**src/common/nand_host_pkg.sv**
```systemverilog
// package: command codes, address layout, status bits, registers and timing for the nand host
package nand_host_pkg;
  // command codes
  localparam logic [7:0] CMD_DATA_IN   = 8'h80;
  localparam logic [7:0] CMD_READ_LOW  = 8'h00;
  localparam logic [7:0] CMD_READ_HIGH = 8'h01;
  localparam logic [7:0] CMD_READ_SPARE = 8'h50;
  localparam logic [7:0] CMD_RESET     = 8'hff;
  localparam logic [7:0] CMD_PROG_TRUE = 8'h10;
  localparam logic [7:0] CMD_PROG_DUMMY = 8'h11;
  localparam logic [7:0] CMD_PROG_MULTI = 8'h15;
  localparam logic [7:0] CMD_ERASE_SETUP = 8'h60;
  localparam logic [7:0] CMD_ERASE_GO  = 8'hd0;
  localparam logic [7:0] CMD_STATUS1   = 8'h70;
  localparam logic [7:0] CMD_STATUS2   = 8'h71;
  localparam logic [7:0] CMD_ID1       = 8'h90;
  localparam logic [7:0] CMD_ID2       = 8'h91;
  // array geometry
  localparam int PAGE_BYTES      = 528;
  localparam int MAIN_BYTES      = 512;
  localparam int PAGES_PER_BLOCK = 32;
  localparam int BLOCKS          = 4096;
  localparam int DISTRICTS       = 4;
  localparam int MAX_MULTI_BLOCKS = 4;
  localparam int MAX_PAGE_PROGRAMS = 3;
  localparam int ADDR_CYCLES     = 4;
  // status byte bits
  localparam int STAT_FAIL  = 0;
  localparam int STAT_READY = 6;
  localparam int STAT_WPOFF = 7;
  // host register byte offsets
  localparam logic [3:0] REG_CTRL   = 4'h0;
  localparam logic [3:0] REG_ADDR   = 4'h4;
  localparam logic [3:0] REG_DATA   = 4'h8;
  localparam logic [3:0] REG_STATUS = 4'hc;
  // ctrl field positions
  localparam int CTRL_CMD_LSB  = 0;
  localparam int CTRL_KIND_LSB = 8;
  localparam int CTRL_GO       = 12;
  localparam int CTRL_WP       = 13;
  localparam int CTRL_KEEP_CE  = 14;
  // operation kinds
  localparam logic [3:0] KIND_CMD      = 4'h0;
  localparam logic [3:0] KIND_CMD_ADDR = 4'h1;
  localparam logic [3:0] KIND_WRITE    = 4'h2;
  localparam logic [3:0] KIND_READ     = 4'h3;
  localparam logic [3:0] KIND_WAIT     = 4'h4;
  localparam logic [3:0] KIND_ID       = 4'h5;
  // timing in ns and derived cycles at 100 mhz
  localparam int CLK_NS            = 10;
  localparam int STROBE_LOW_NS     = 40;
  localparam int STROBE_HIGH_NS    = 30;
  localparam int deselect_hold_time = 100;
  localparam int WP_SETUP_NS       = 100;
  localparam int BUSY_START_NS     = 200;
  localparam int STROBE_LOW_CYC    = (STROBE_LOW_NS + CLK_NS - 1) / CLK_NS;
  localparam int STROBE_HIGH_CYC   = (STROBE_HIGH_NS + CLK_NS - 1) / CLK_NS;
  localparam int DESELECT_CYC      = (deselect_hold_time + CLK_NS - 1) / CLK_NS;
  localparam int WP_SETUP_CYC      = (WP_SETUP_NS + CLK_NS - 1) / CLK_NS;
  localparam int BUSY_START_CYC    = (BUSY_START_NS + CLK_NS - 1) / CLK_NS;
endpackage : nand_host_pkg

```
**src/hdl/nand_host.sv**
```systemverilog
// nand flash host controller driven over classic wishbone
// Function
// RULE_01: command byte latched with cle, we rising
// RULE_02: address byte latched with ale, we rising
// RULE_03: data byte latched, latches low, wp high
// RULE_04: chip select ignored by device while busy
// RULE_05: keep chip select low during array read
// RULE_06: each read strobe fall gives next byte
// RULE_07: write guard low blocks program and erase
// RULE_08: ready_busy_n low during busy operations
// RULE_09: pages 528 bytes, 32 pages, 4096 blocks
// RULE_10: four address cycles, low bits first
// RULE_11: fourth address cycle lines two-eight low
// RULE_12: bit 8 chosen by 00h or 01h
// RULE_13: bits 14-25 block, 9-13 page
// RULE_14: device decodes the listed command codes
// RULE_15: only reset and status while busy
// RULE_16: command msb on line eight
// RULE_17: read mode persists after read command
// RULE_18: device drives bus only during read low
// RULE_19: chip select high 100 ns ends read
// RULE_20: multi program busy up to 1000 us
// RULE_21: dummy program busy up to 10 us
// RULE_22: at most three programs per page; the host counts only repeat programs of the last page programmed
// RULE_23: multi program targets at most four blocks
// RULE_24: status 70h bit layout
// RULE_25: district is block modulo four
// RULE_26: reset aborts and returns ready
// RULE_27: id bytes follow id command and address
`timescale 1ns/1ns
`default_nettype none
module nand_host #(
  parameter int unsigned STROBE_LOW  = nand_host_pkg::STROBE_LOW_CYC,
  parameter int unsigned STROBE_HIGH = nand_host_pkg::STROBE_HIGH_CYC
) (
  // clock and reset
  input  wire logic        clk_i,
  input  wire logic        rst_i,
  // wishbone slave
  input  wire logic        cyc_i,
  input  wire logic        stb_i,
  input  wire logic        we_i,
  input  wire logic [3:0]  adr_i,
  input  wire logic [3:0]  sel_i,
  input  wire logic [31:0] dat_i,
  output logic      [31:0] dat_o,
  output logic             ack_o,
  // nand pins
  output logic             cle_o,
  output logic             ale_o,
  output logic             chip_select_n_o,
  output logic             write_strobe_n_o,
  output logic             read_strobe_n_o,
  output logic             write_guard_n_o,
  output logic      [7:0]  io_o,
  output logic             io_oe_o,
  input  wire logic [7:0]  io_i,
  input  wire logic        ready_busy_n_i
);
  initial begin
    if (STROBE_LOW < 3 || STROBE_LOW > 255 || STROBE_HIGH < 2 || STROBE_HIGH > 255)
      $error("nand_host: strobe widths out of range");
  end

  typedef enum logic [3:0] {
    S_IDLE, S_CMD, S_ADDR, S_DATA_W, S_DATA_R, S_WAIT_BUSY, S_WAIT_READY, S_DESELECT, S_DONE
  } state_type;

  state_type   state;
  logic [7:0]  cmd;
  logic [3:0]  kind;
  logic        keep_ce;
  logic        guard;
  logic [25:0] addr;
  logic [2:0]  addr_cnt;
  logic [7:0]  wr_data;
  logic        wr_full;
  logic [7:0]  rd_data;
  logic        rd_full;
  logic [7:0]  timer;
  logic        phase;
  logic        ready_meta;
  logic        ready_s2;
  logic        ready_s3;
  logic        ready;
  logic        busy_flag;
  logic [16:0] prog_page;
  logic [1:0]  prog_cnt;
  logic [1:0]  dummy_cnt;

  // pin input synchroniser: change accepted once stages two and three agree
  always_ff @(posedge clk_i) begin
    ready_meta <= ready_busy_n_i;
    ready_s2   <= ready_meta;
    ready_s3   <= ready_s2;
    if (rst_i)
      ready <= 1'b1;
    else if (ready_s2 == ready_s3)
      ready <= ready_s3; // RULE_08
  end

  // wishbone decode
  wire         bus_req   = cyc_i && stb_i && !ack_o;
  wire         wr_ctrl   = bus_req && we_i && adr_i == nand_host_pkg::REG_CTRL && sel_i[1];
  wire         wr_addr   = bus_req && we_i && adr_i == nand_host_pkg::REG_ADDR && sel_i == 4'hf;
  wire         wr_dat    = bus_req && we_i && adr_i == nand_host_pkg::REG_DATA && sel_i[0];
  wire         rd_dat    = bus_req && !we_i && adr_i == nand_host_pkg::REG_DATA;
  wire         go        = wr_ctrl && dat_i[nand_host_pkg::CTRL_GO] && state == S_IDLE;
  wire         idle      = state == S_IDLE;
  wire [3:0]   go_kind   = dat_i[11:8];
  wire [31:0]  ctrl_word = {17'h0, keep_ce, guard, 1'b0, 4'(kind), cmd};
  wire [31:0]  stat_word = {22'h0, busy_flag, ready, rd_full, wr_full, 2'h0, 4'(state)};
  wire [31:0]  rd_word   = (adr_i == nand_host_pkg::REG_CTRL)   ? ctrl_word :
                           (adr_i == nand_host_pkg::REG_ADDR)   ? {6'h0, addr} :
                           (adr_i == nand_host_pkg::REG_DATA)   ? {24'h0, rd_data} :
                           (adr_i == nand_host_pkg::REG_STATUS) ? stat_word : 32'h0;

  // address cycle byte: 0-7, 9-16, 17-24, then bit 25 with other lines low
  wire [7:0]   addr_byte = (addr_cnt == 3'd0) ? addr[7:0] :
                           (addr_cnt == 3'd1) ? addr[16:9] :
                           (addr_cnt == 3'd2) ? addr[24:17] : {7'h0, addr[25]}; // RULE_10 RULE_11 RULE_13
  wire [2:0]   addr_last = (kind == nand_host_pkg::KIND_ID) ? 3'd0 : 3'(nand_host_pkg::ADDR_CYCLES - 1);
  wire         timer_end = timer == 8'd0;
  wire         strobe_lo = !phase;
  wire [7:0]   low_cnt   = 8'(STROBE_LOW - 1);
  wire [7:0]   high_cnt  = 8'(STROBE_HIGH - 1);
  wire         cmd_end   = state == S_CMD && timer_end && phase;
  wire         prog_stop = (cmd == nand_host_pkg::CMD_PROG_TRUE || cmd == nand_host_pkg::CMD_PROG_MULTI) &&
                           prog_page == addr[25:9] &&
                           prog_cnt == 2'(nand_host_pkg::MAX_PAGE_PROGRAMS); // RULE_22
  wire         dummy_stop = cmd == nand_host_pkg::CMD_PROG_DUMMY &&
                            dummy_cnt == 2'(nand_host_pkg::MAX_MULTI_BLOCKS - 1); // RULE_23
  // only reset and status may be sent while the device is busy
  wire         cmd_ok    = (ready || cmd == nand_host_pkg::CMD_RESET ||
                           cmd == nand_host_pkg::CMD_STATUS1 ||
                           cmd == nand_host_pkg::CMD_STATUS2) && !prog_stop && !dummy_stop; // RULE_15
  wire         cmd_prog  = cmd == nand_host_pkg::CMD_PROG_TRUE || cmd == nand_host_pkg::CMD_PROG_DUMMY ||
                           cmd == nand_host_pkg::CMD_PROG_MULTI || cmd == nand_host_pkg::CMD_ERASE_GO;
  wire         cmd_rdmode = cmd == nand_host_pkg::CMD_READ_LOW || cmd == nand_host_pkg::CMD_READ_HIGH ||
                            cmd == nand_host_pkg::CMD_READ_SPARE; // RULE_17
  wire         expect_busy = cmd_prog || cmd == nand_host_pkg::CMD_RESET ||
                             (cmd_rdmode && kind == nand_host_pkg::KIND_CMD_ADDR);

  // wishbone registers
  always_ff @(posedge clk_i) begin
    if (rst_i) begin
      ack_o   <= 1'b0;
      dat_o   <= 32'h0;
      cmd     <= 8'h0;
      kind    <= 4'h0;
      keep_ce <= 1'b0;
      guard   <= 1'b0;
      addr    <= 26'h0;
      wr_data <= 8'h0;
    end else begin
      ack_o <= bus_req;
      dat_o <= bus_req ? rd_word : 32'h0;
      if (wr_ctrl && idle) begin
        cmd     <= dat_i[7:0];
        kind    <= dat_i[11:8];
        guard   <= dat_i[nand_host_pkg::CTRL_WP]; // RULE_07
        keep_ce <= dat_i[nand_host_pkg::CTRL_KEEP_CE];
      end
      if (wr_addr && idle)
        addr <= dat_i[25:0];
      if (wr_dat && !wr_full)
        wr_data <= dat_i[7:0];
    end
  end

  // byte handshake flags; set wins over clear: software set of wr_full, hardware set of rd_full
  always_ff @(posedge clk_i) begin
    if (rst_i) begin
      wr_full <= 1'b0;
      rd_full <= 1'b0;
    end else begin
      if (wr_dat)
        wr_full <= 1'b1;
      else if (state == S_DATA_W && !strobe_lo && timer_end)
        wr_full <= 1'b0;
      if (state == S_DATA_R && !strobe_lo && timer_end)
        rd_full <= 1'b1;
      else if (rd_dat)
        rd_full <= 1'b0;
    end
  end

  // page program and multi-block bookkeeping, taken as a command strobe ends
  always_ff @(posedge clk_i) begin
    if (rst_i || (cmd_end && cmd == nand_host_pkg::CMD_ERASE_GO)) begin
      prog_page <= 17'h0;
      prog_cnt  <= 2'h0;
      dummy_cnt <= 2'h0;
    end else if (cmd_end && cmd == nand_host_pkg::CMD_PROG_DUMMY) begin
      dummy_cnt <= dummy_cnt + 2'h1; // RULE_23
    end else if (cmd_end && (cmd == nand_host_pkg::CMD_PROG_TRUE || cmd == nand_host_pkg::CMD_PROG_MULTI)) begin
      dummy_cnt <= 2'h0;
      prog_page <= addr[25:9];
      prog_cnt  <= (prog_page == addr[25:9]) ? prog_cnt + 2'h1 : 2'h1; // RULE_22
    end
  end

  // sequencer
  always_ff @(posedge clk_i) begin
    if (rst_i) begin
      state            <= S_IDLE;
      timer            <= 8'h0;
      phase            <= 1'b0;
      addr_cnt         <= 3'h0;
      busy_flag        <= 1'b0;
      rd_data          <= 8'h0;
      cle_o            <= 1'b0;
      ale_o            <= 1'b0;
      chip_select_n_o  <= 1'b1;
      write_strobe_n_o <= 1'b1;
      read_strobe_n_o  <= 1'b1;
      write_guard_n_o  <= 1'b0;
      io_o             <= 8'h0;
      io_oe_o          <= 1'b0;
    end else begin
      write_guard_n_o <= guard; // RULE_07
      if (!timer_end)
        timer <= timer - 8'd1;
      case (state)
        S_IDLE: begin
          busy_flag <= 1'b0;
          if (!keep_ce)
            chip_select_n_o <= 1'b1; // RULE_19
          if (go && go_kind == nand_host_pkg::KIND_WAIT) begin
            state <= S_WAIT_READY;
          end else if (go && (go_kind == nand_host_pkg::KIND_WRITE || go_kind == nand_host_pkg::KIND_READ)) begin
            chip_select_n_o <= 1'b0;
            phase <= 1'b0;
            timer <= 8'(nand_host_pkg::WP_SETUP_CYC);
            state <= (go_kind == nand_host_pkg::KIND_WRITE) ? S_DATA_W : S_DATA_R;
          end else if (go) begin
            chip_select_n_o <= 1'b0;
            phase <= 1'b0;
            addr_cnt <= 3'h0;
            timer <= 8'(nand_host_pkg::WP_SETUP_CYC);
            state <= S_CMD;
          end
        end
        S_CMD: begin
          if (!cmd_ok) begin
            state <= S_DONE;
          end else if (timer_end && !phase) begin
            cle_o <= 1'b1; // RULE_01
            ale_o <= 1'b0;
            io_o  <= cmd; // RULE_16
            io_oe_o <= 1'b1;
            write_strobe_n_o <= 1'b0;
            phase <= 1'b1;
            timer <= low_cnt;
          end else if (timer_end && phase) begin
            write_strobe_n_o <= 1'b1; // RULE_01
            phase <= 1'b0;
            timer <= high_cnt;
            state <= (kind == nand_host_pkg::KIND_CMD_ADDR || kind == nand_host_pkg::KIND_ID) ?
                     S_ADDR : (expect_busy ? S_WAIT_BUSY : S_DONE);
          end
        end
        S_ADDR: begin
          if (timer_end && !phase) begin
            cle_o <= 1'b0;
            ale_o <= 1'b1; // RULE_02
            io_o  <= (kind == nand_host_pkg::KIND_ID) ? 8'h0 : addr_byte; // RULE_27
            io_oe_o <= 1'b1;
            write_strobe_n_o <= 1'b0;
            phase <= 1'b1;
            timer <= low_cnt;
          end else if (timer_end && phase) begin
            write_strobe_n_o <= 1'b1; // RULE_02
            phase <= 1'b0;
            timer <= high_cnt;
            addr_cnt <= addr_cnt + 3'd1;
            if (addr_cnt == addr_last)
              state <= expect_busy ? S_WAIT_BUSY : S_DONE;
          end
        end
        S_DATA_W: begin
          if (timer_end && !phase && wr_full) begin
            cle_o <= 1'b0;
            ale_o <= 1'b0; // RULE_03
            io_o  <= wr_data;
            io_oe_o <= 1'b1;
            write_strobe_n_o <= 1'b0;
            phase <= 1'b1;
            timer <= low_cnt;
          end else if (timer_end && phase) begin
            write_strobe_n_o <= 1'b1; // RULE_03
            phase <= 1'b0;
            timer <= high_cnt;
            state <= S_DONE;
          end
        end
        S_DATA_R: begin
          if (timer_end && !phase && !rd_full) begin
            cle_o <= 1'b0;
            ale_o <= 1'b0;
            io_oe_o <= 1'b0; // RULE_18
            read_strobe_n_o <= 1'b0; // RULE_06
            phase <= 1'b1;
            timer <= low_cnt;
          end else if (timer_end && phase) begin
            rd_data <= io_i;
            read_strobe_n_o <= 1'b1;
            phase <= 1'b0;
            timer <= high_cnt;
            state <= S_DONE;
          end
        end
        S_WAIT_BUSY: begin
          cle_o <= 1'b0;
          ale_o <= 1'b0;
          io_oe_o <= 1'b0;
          busy_flag <= 1'b1;
          if (!phase) begin
            timer <= 8'(nand_host_pkg::BUSY_START_CYC);
            phase <= 1'b1;
          end else if (timer_end) begin
            phase <= 1'b0;
            state <= S_WAIT_READY;
          end
        end
        S_WAIT_READY: begin
          // chip select held low through an array read
          busy_flag <= !ready; // RULE_05 RULE_08
          if (ready)
            state <= S_DONE;
        end
        S_DONE: begin
          cle_o <= 1'b0;
          ale_o <= 1'b0;
          io_oe_o <= 1'b0;
          if (timer_end) begin
            if (!keep_ce) begin
              chip_select_n_o <= 1'b1;
              timer <= 8'(nand_host_pkg::DESELECT_CYC);
              state <= S_DESELECT;
            end else begin
              state <= S_IDLE;
            end
          end
        end
        S_DESELECT: begin
          if (timer_end)
            state <= S_IDLE; // RULE_19
        end
        default: state <= S_IDLE;
      endcase
    end
  end
endmodule : nand_host
`default_nettype wire

```
**config.mk**
```make
export PLATFORM = sky130hd
export DESIGN_NAME = nand_host
export DESIGN_NICKNAME = d
export VERILOG_FILES = /design/src/common/nand_host_pkg.sv /design/src/hdl/nand_host.sv
export SDC_FILE = /design/constraint.sdc
export NUM_CORES = 1
export LEC_CHECK = 0
export ABC_AREA = 1
export BUFFER_PORTS_ARGS = -buffer_cell sky130_fd_sc_hd__buf_2
export CORE_ASPECT_RATIO = 1.4
export CORE_MARGIN = 5
export CORE_UTILIZATION = 29
export CTS_BUF_LIST = sky130_fd_sc_hd__clkbuf_4 sky130_fd_sc_hd__clkbuf_8
export CTS_CLUSTER_SIZE = 28
export DETAILED_ROUTE_END_ITERATION = 7
export MAX_ROUTING_LAYER = met4
export PLACE_DENSITY = 0.44
export RECOVER_POWER = 50
export REMOVE_ABC_BUFFERS = 1
export SYNTH_ARGS = -nofsm -noshare
export SYNTH_HDL_FRONTEND = slang
export SYNTH_SLANG_ARGS = --single-unit
```
**constraint.sdc**
```tcl
create_clock -name clk_i -period 3.76 [get_ports clk_i]
set_input_delay 1.128 -clock clk_i [delete_from_list [all_inputs] [get_ports clk_i]]
set_output_delay 1.128 -clock clk_i [all_outputs]
set_load 0.005 [all_outputs]
```
---- Word level (Yosys, flattened, before mapping) ----
Index checks and enable logic that the tools add are counted.
storage, ports and cells
  bits in registers ....................... 148
  input port bits ......................... 54
  output and inout port bits .............. 48
  logic and storage cells ................. 283
cells by class
  add/subtract/negate cells ............... 4
  equal/unequal tests ..................... 55
  mux-type cells .......................... 99
  bitwise logic cells ..................... 3
  reductions and logical operators ........ 89
operators with widths
  kind                count
  $mux 8              20
  $mux 4              19
  $pmux 8 s7          1
  $logic_and 1x1->1   37
  $pmux 4 s9          1
  $mux 1              34
  $ne 2x2->1 const B  15
  $eq 4x3->1 const B  7
  $mux 26             1
  $eq 8x5->1 const B  3
  $eq 8x7->1 const B  3
  $pmux 8 s3          1
  $mux 3              7
  $mux 10             2
  $eq 17x17->1        1
  $eq 4x2->1 const B  4
  $eq 4x4->1 const B  4
  $eq 8x8->1 const B  2
  $logic_not 8->1     2
  $mux 15             1
  $pmux 1 s5          3
  $logic_or 1x1->1    14
  $reduce_and 13->1   1
  $reduce_and 6->1    2
  34 further kinds    65

---- Logic depth before layout (Yosys ltp) ----
  depth after elaboration ................. 12
  gate-level depth with buffers ........... 14
  gate-level depth less buffers ........... 14

---- Worst setup path before layout ----
OpenSTA, ideal clock, no wires.
  path kind ............................... input -> register
  from .................................... input port cyc_i
  to ...................................... register addr_cnt[2]
  library setup time ...................... 0.119 ns
  data arrival time ....................... 2.353 ns
  required time ........................... 3.641 ns
  setup slack ............................. 1.288 ns
  cell stages on the path ................. 11
  path buffers ............................ 0
  cells stage by stage .................... nand2_1 > nor2_1 > nand2_1 > nor2_1 > nand3_2 > nor2_4 > nand2_2 > nand2_1 > nand3_2 > o21ai_2 > nor2_1
on the way
  longest elaborated chain between the ends .. 10
  elaborated cells on any way between the ends .. 13
  classes of those cells .................. eq/ne: 3; reduce/logical: 10
RTL lines
  element                                      RTL line                            RTL
  from (decl)                                  nand_host.sv:40                     input wire logic cyc_i,
  $logic_and 1x1->1 (*) (2 in a row)           nand_host.sv:103                    wire bus_req = cyc_i && stb_i && !ack_o;
  $logic_and 1x1->1 (*) (3 in a row)           nand_host.sv:104                    wire wr_ctrl = bus_req && we_i && adr_i == nand_host_pkg::REG_CTRL && sel_i[1];
  $logic_and 1x1->1 (*) (2 in a row)           nand_host.sv:108                    wire go = wr_ctrl && dat_i[nand_host_pkg::CTRL_GO] && state == S_IDLE;
  $logic_and 1x1->1, on equally long branches  nand_host.sv:231, nand_host.sv:229
  $ne 2x2->1 (no source line)                  n/a
  $reduce_and 6->1 (no source line) (*)        n/a
  to (signal assigned)                         nand_host.sv:276                    addr_cnt <= addr_cnt + 3'd1;
  to (decl)                                    nand_host.sv:75                     logic [2:0] addr_cnt;
Mark *: on every way between the ends. The rest lies on a longest branch, timed or not.
A chain may end at the register's enable or synchronous reset.

==> results list <==
- Run status: finished, final reports clean
- Worst Path Class, Setup: in2reg
- Max-cap violations: 0
* Final setup viols: 0
- Wires add up to 22900 um.
* Hold Violations, Final: 0
- Initial Utilization: 29.1%
* Count of hold buffers inserted by post-cts repair: 0
- Drt wl/cell: 16.9 um
- Routability-driven placement finished with a final weighted congestion of 0.907.
* Power density of the placed cells: 474 mW/mm^2
* 1st-pass router iterations: 4
- Setup Total Neg Slack: 0 ns
* Worst-case clock buffer depth: 2
- Fraction of post-synthesis cell area in the top cell type by area: 41.0%
* Die area: 0.0272 mm^2
* Share of async-settable or async-resettable flops after synthesis: 0%
- Post-synth design cell area: 0.00694 mm^2
* Cell breakdown of the critical path: clkbuf_1 > clkbuf_2 > nor2_1 > o21ai_2 > nor2_1
* Number of distinct library cells after synthesis: 46
- Global Route Usage Sum: 17.7%
- For this run, the number of Yosys warnings is 0.
- R2r setup slk: 1.37 ns
- The core region is 0.0238 mm^2.
- The via count of the first global-routing pass was 6323.
- Static leakage: 3.21 nW
* Final core occ: 33.7%
* Global-route wire length before repair: 35700 um
- Number of gates resized after cts: 0
- 0 antenna diodes ended up in the layout.
- Number of instances in the synthesized netlist: 954
- Between clock sinks in the finished design, the worst skew comes to 0.0139 ns.
- Routed vias: 6418
* Root Driver: sky130_fd_sc_hd__clkbuf_8
- In the post-synthesis netlist, the cell with the most instances is sky130_fd_sc_hd__nand2_1.
* Leading register cell type out of synthesis: sky130_fd_sc_hd__dfxtp_1
* Post-Place Cell Area: 0.00764 mm^2
- In this run the worst path has a maximum fanout of 48.
- CP endpoint kind: flip-flop
* Top post-synthesis cells by count: 157 x sky130_fd_sc_hd__nand2_1, 142 x sky130_fd_sc_hd__dfxtp_1, 119 x sky130_fd_sc_hd__inv_1, 119 x sky130_fd_sc_hd__nor2_1, 82 x sky130_fd_sc_hd__a21oi_1
* Post-synthesis register bit count: 142
- For this run, design rule violations remaining after detail routing come to 0.
* Clock latency at the later pin of the worst-skew pair: 0.47 ns
* Syn Area/Cell: 7.27 um^2
- Level count of the clock H-tree: 4
- Summed over all nets, the switching power comes to 1.22 mW.
- 102 I/O pins were placed.
- The total overflow left after global routing is 0.
* Post-CTS clock slew at the launch and capture registers of the worst setup and hold paths: 0.09 ns
* Share of post-route cells with drive strength above 1: 14.3%
* Fmax achieved: 357 MHz
* Number of violations reported at the end of detailed-routing iteration 0: 345
- The floorplan step set the die height to 193 um.
* Layout-stage area growth over the synthesis result: 15.8%
- Max rail drop VDD: 0.000268 V
* Clock tree sinks: 142
- In this run, synthesis inferred 0 flip-flops with an integrated enable.
- Logic pwr share: 21.2%
- From left edge to right edge, the die measures 141 um.
- Cell with the largest stage delay on the worst path: sky130_fd_sc_hd__clkbuf_2
- Cell family contributing the most delay on the critical path: buffers and inverters
* Crit-path max cell delay: 1.05 ns
- TritonCTS built the clock tree.
* Hold Path Class: reg2reg
- Number of buffers inserted by post-CTS setup repair: 0
* Antenna violations before repair: 0
- In this run the core area contains 67 standard-cell rows.
* Sequential share of power: 42.3%
- Summing all flip-flop and latch instances after layout gives 0.00284 mm^2.
* Seq/Total Area, Yosys: 41.0%
- The filler cells instantiated in the layout total 2674.
- The number of max-slew violations in the final report is 0.
- The count of nets left with antenna violations once routing finished came out at 0.
- Crit path arrival time: 3.17 ns
- Launching element type of the critical path: input pin
- Counting both buffers and inverters, the worst setup path holds a total of 2.
- Final layout net count: 1100
* Detail Placement HPWL: 17500 um
- Area taken by multi-input logic gates: 0.00338 mm^2
- Area of all placed cells without fillers: 0.00803 mm^2
- Final cycle utilization of the critical path: 74.5%
* Rel. slew slack: 16.6%
* Slew of the pin with the lowest slew margin: 1.25 ns
- OpenSTA, run right after detailed placement, puts the worst setup slack at 0.823 ns.
* Per-cell via count in the routed design: 4.72
* Post-synth top area cell: sky130_fd_sc_hd__dfxtp_1
- Setup repair after global routing left no endpoint under its margin.
- STA puts the critical path data required time at 4.13 ns.
- Across all setup checks in the final design, the least slack found is 0.959 ns.
- Internal power comes to 2.59 mW.
* Num CTS Buffers: 17
* Sw Ratio: 32.0%
* Ranking of synthesized cells by area: sky130_fd_sc_hd__dfxtp_1 41%, sky130_fd_sc_hd__nand2_1 8.5%, sky130_fd_sc_hd__inv_1 6.4%, sky130_fd_sc_hd__nor2_1 6.4%, sky130_fd_sc_hd__a21oi_1 5.9%
- In this run, the clock network consumes 36.5% of the power.
- The smallest clock period supported by the final layout is computed as 2.80 ns.
* Most frequent cell on the critical path: sky130_fd_sc_hd__nor2_1
- In this run the tool buffered the top-level ports with 89 buffer cells.
- Largest net degree at the start of global routing: 53
-- per-stage QoR --
| stage | hold slack, ns | total power [mW] | cells |
|---|---|---|---|
| global placement | 0.314 | 2.46 | 1329 |
| finish | 0.330 | 3.81 | 1361 |
| detailed placement | 0.312 | 2.46 | 1329 |
| CTS | 0.331 | 3.87 | 1361 |
| global route | 0.339 | 4.03 | 1361 |
| floorplan | 0.310 | 2.22 | 920 |
-- worst paths after layout --
| path | startpoint | to | cells past startpoint |
|---|---|---|---|
| setup / recovery | rst_i | timer[6] | 5 |
| hold / removal | ready_meta | ready_s2 | 0 |
| setup reg to reg | addr[14] | io_o[6] | 12 |
| hold reg to reg | ready_meta | ready_s2 | 0 |
-- sequential cells by signal (all words and copies together) (netlist names), 2 cells and up, named ones only --
register	flops
dummy_cnt	2
state	4
kind	4
timer	8
wr_data	8
prog_page	17
addr_cnt	3
rd_data	8
cmd	8
addr	26
prog_cnt	2
io_o	8
dat_o	26
-- routing by layer --
metal	GRT usage (%)	vias to the layer above	wire, um
met5	-	-	0
met4	6.30	0	586
met3	3.33	39	748
met2	32.8	108	12300
met1	18.9	2945	9330
li1	-	3326	-
-- logic make-up after synthesis --
family,after synthesis,synth area share [%]
xor+xnor,13,1.64
compound gates,232,19.7
other cells,1,0.0541
buf+inv,170,10.5
simple gates,388,25.7
fa+ha+maj,8,1.44
flops,142,41.0
-- cell type report --
| type | count | share of cell area [%] |
|---|---|---|
| Clock buffer | 19 | 3.26 |
| Clock inverter | 13 | 2.31 |
| Inverter | 131 | 6.20 |
| Multi-Input combinational cell | 647 | 42.1 |
| Sequential cell | 142 | 35.4 |
| Tap cell | 310 | 4.83 |
| Timing Repair Buffer | 99 | 5.89 |
-- power by group through the flow --
stage | registers, mW | logic [mW] | clock network [mW]
after floorplan | 1.63 | 0.588 | 0
after global placement | 1.65 | 0.819 | 0
after detailed placement | 1.65 | 0.815 | 0
after CTS | 1.61 | 0.821 | 1.44
after global routing | 1.62 | 0.912 | 1.50
final | 1.61 | 0.807 | 1.39
-- cell usage in the layout (no fill, tap or decap), types with 26 or more instances in the layout --
cell type | Yosys | routed
sky130_fd_sc_hd__nor2_1 | 119 | 119
sky130_fd_sc_hd__inv_1 | 119 | 119
sky130_fd_sc_hd__buf_2 | 7 | 62
sky130_fd_sc_hd__o21ai_0 | 77 | 77
sky130_fd_sc_hd__nand2_1 | 157 | 157
sky130_fd_sc_hd__clkbuf_1 | 17 | 30
sky130_fd_sc_hd__nand3_1 | 46 | 46
sky130_fd_sc_hd__a211oi_1 | 26 | 26
sky130_fd_sc_hd__a21oi_1 | 82 | 82
sky130_fd_sc_hd__dfxtp_1 | 142 | 142
(Power assumes the default switching activity.)
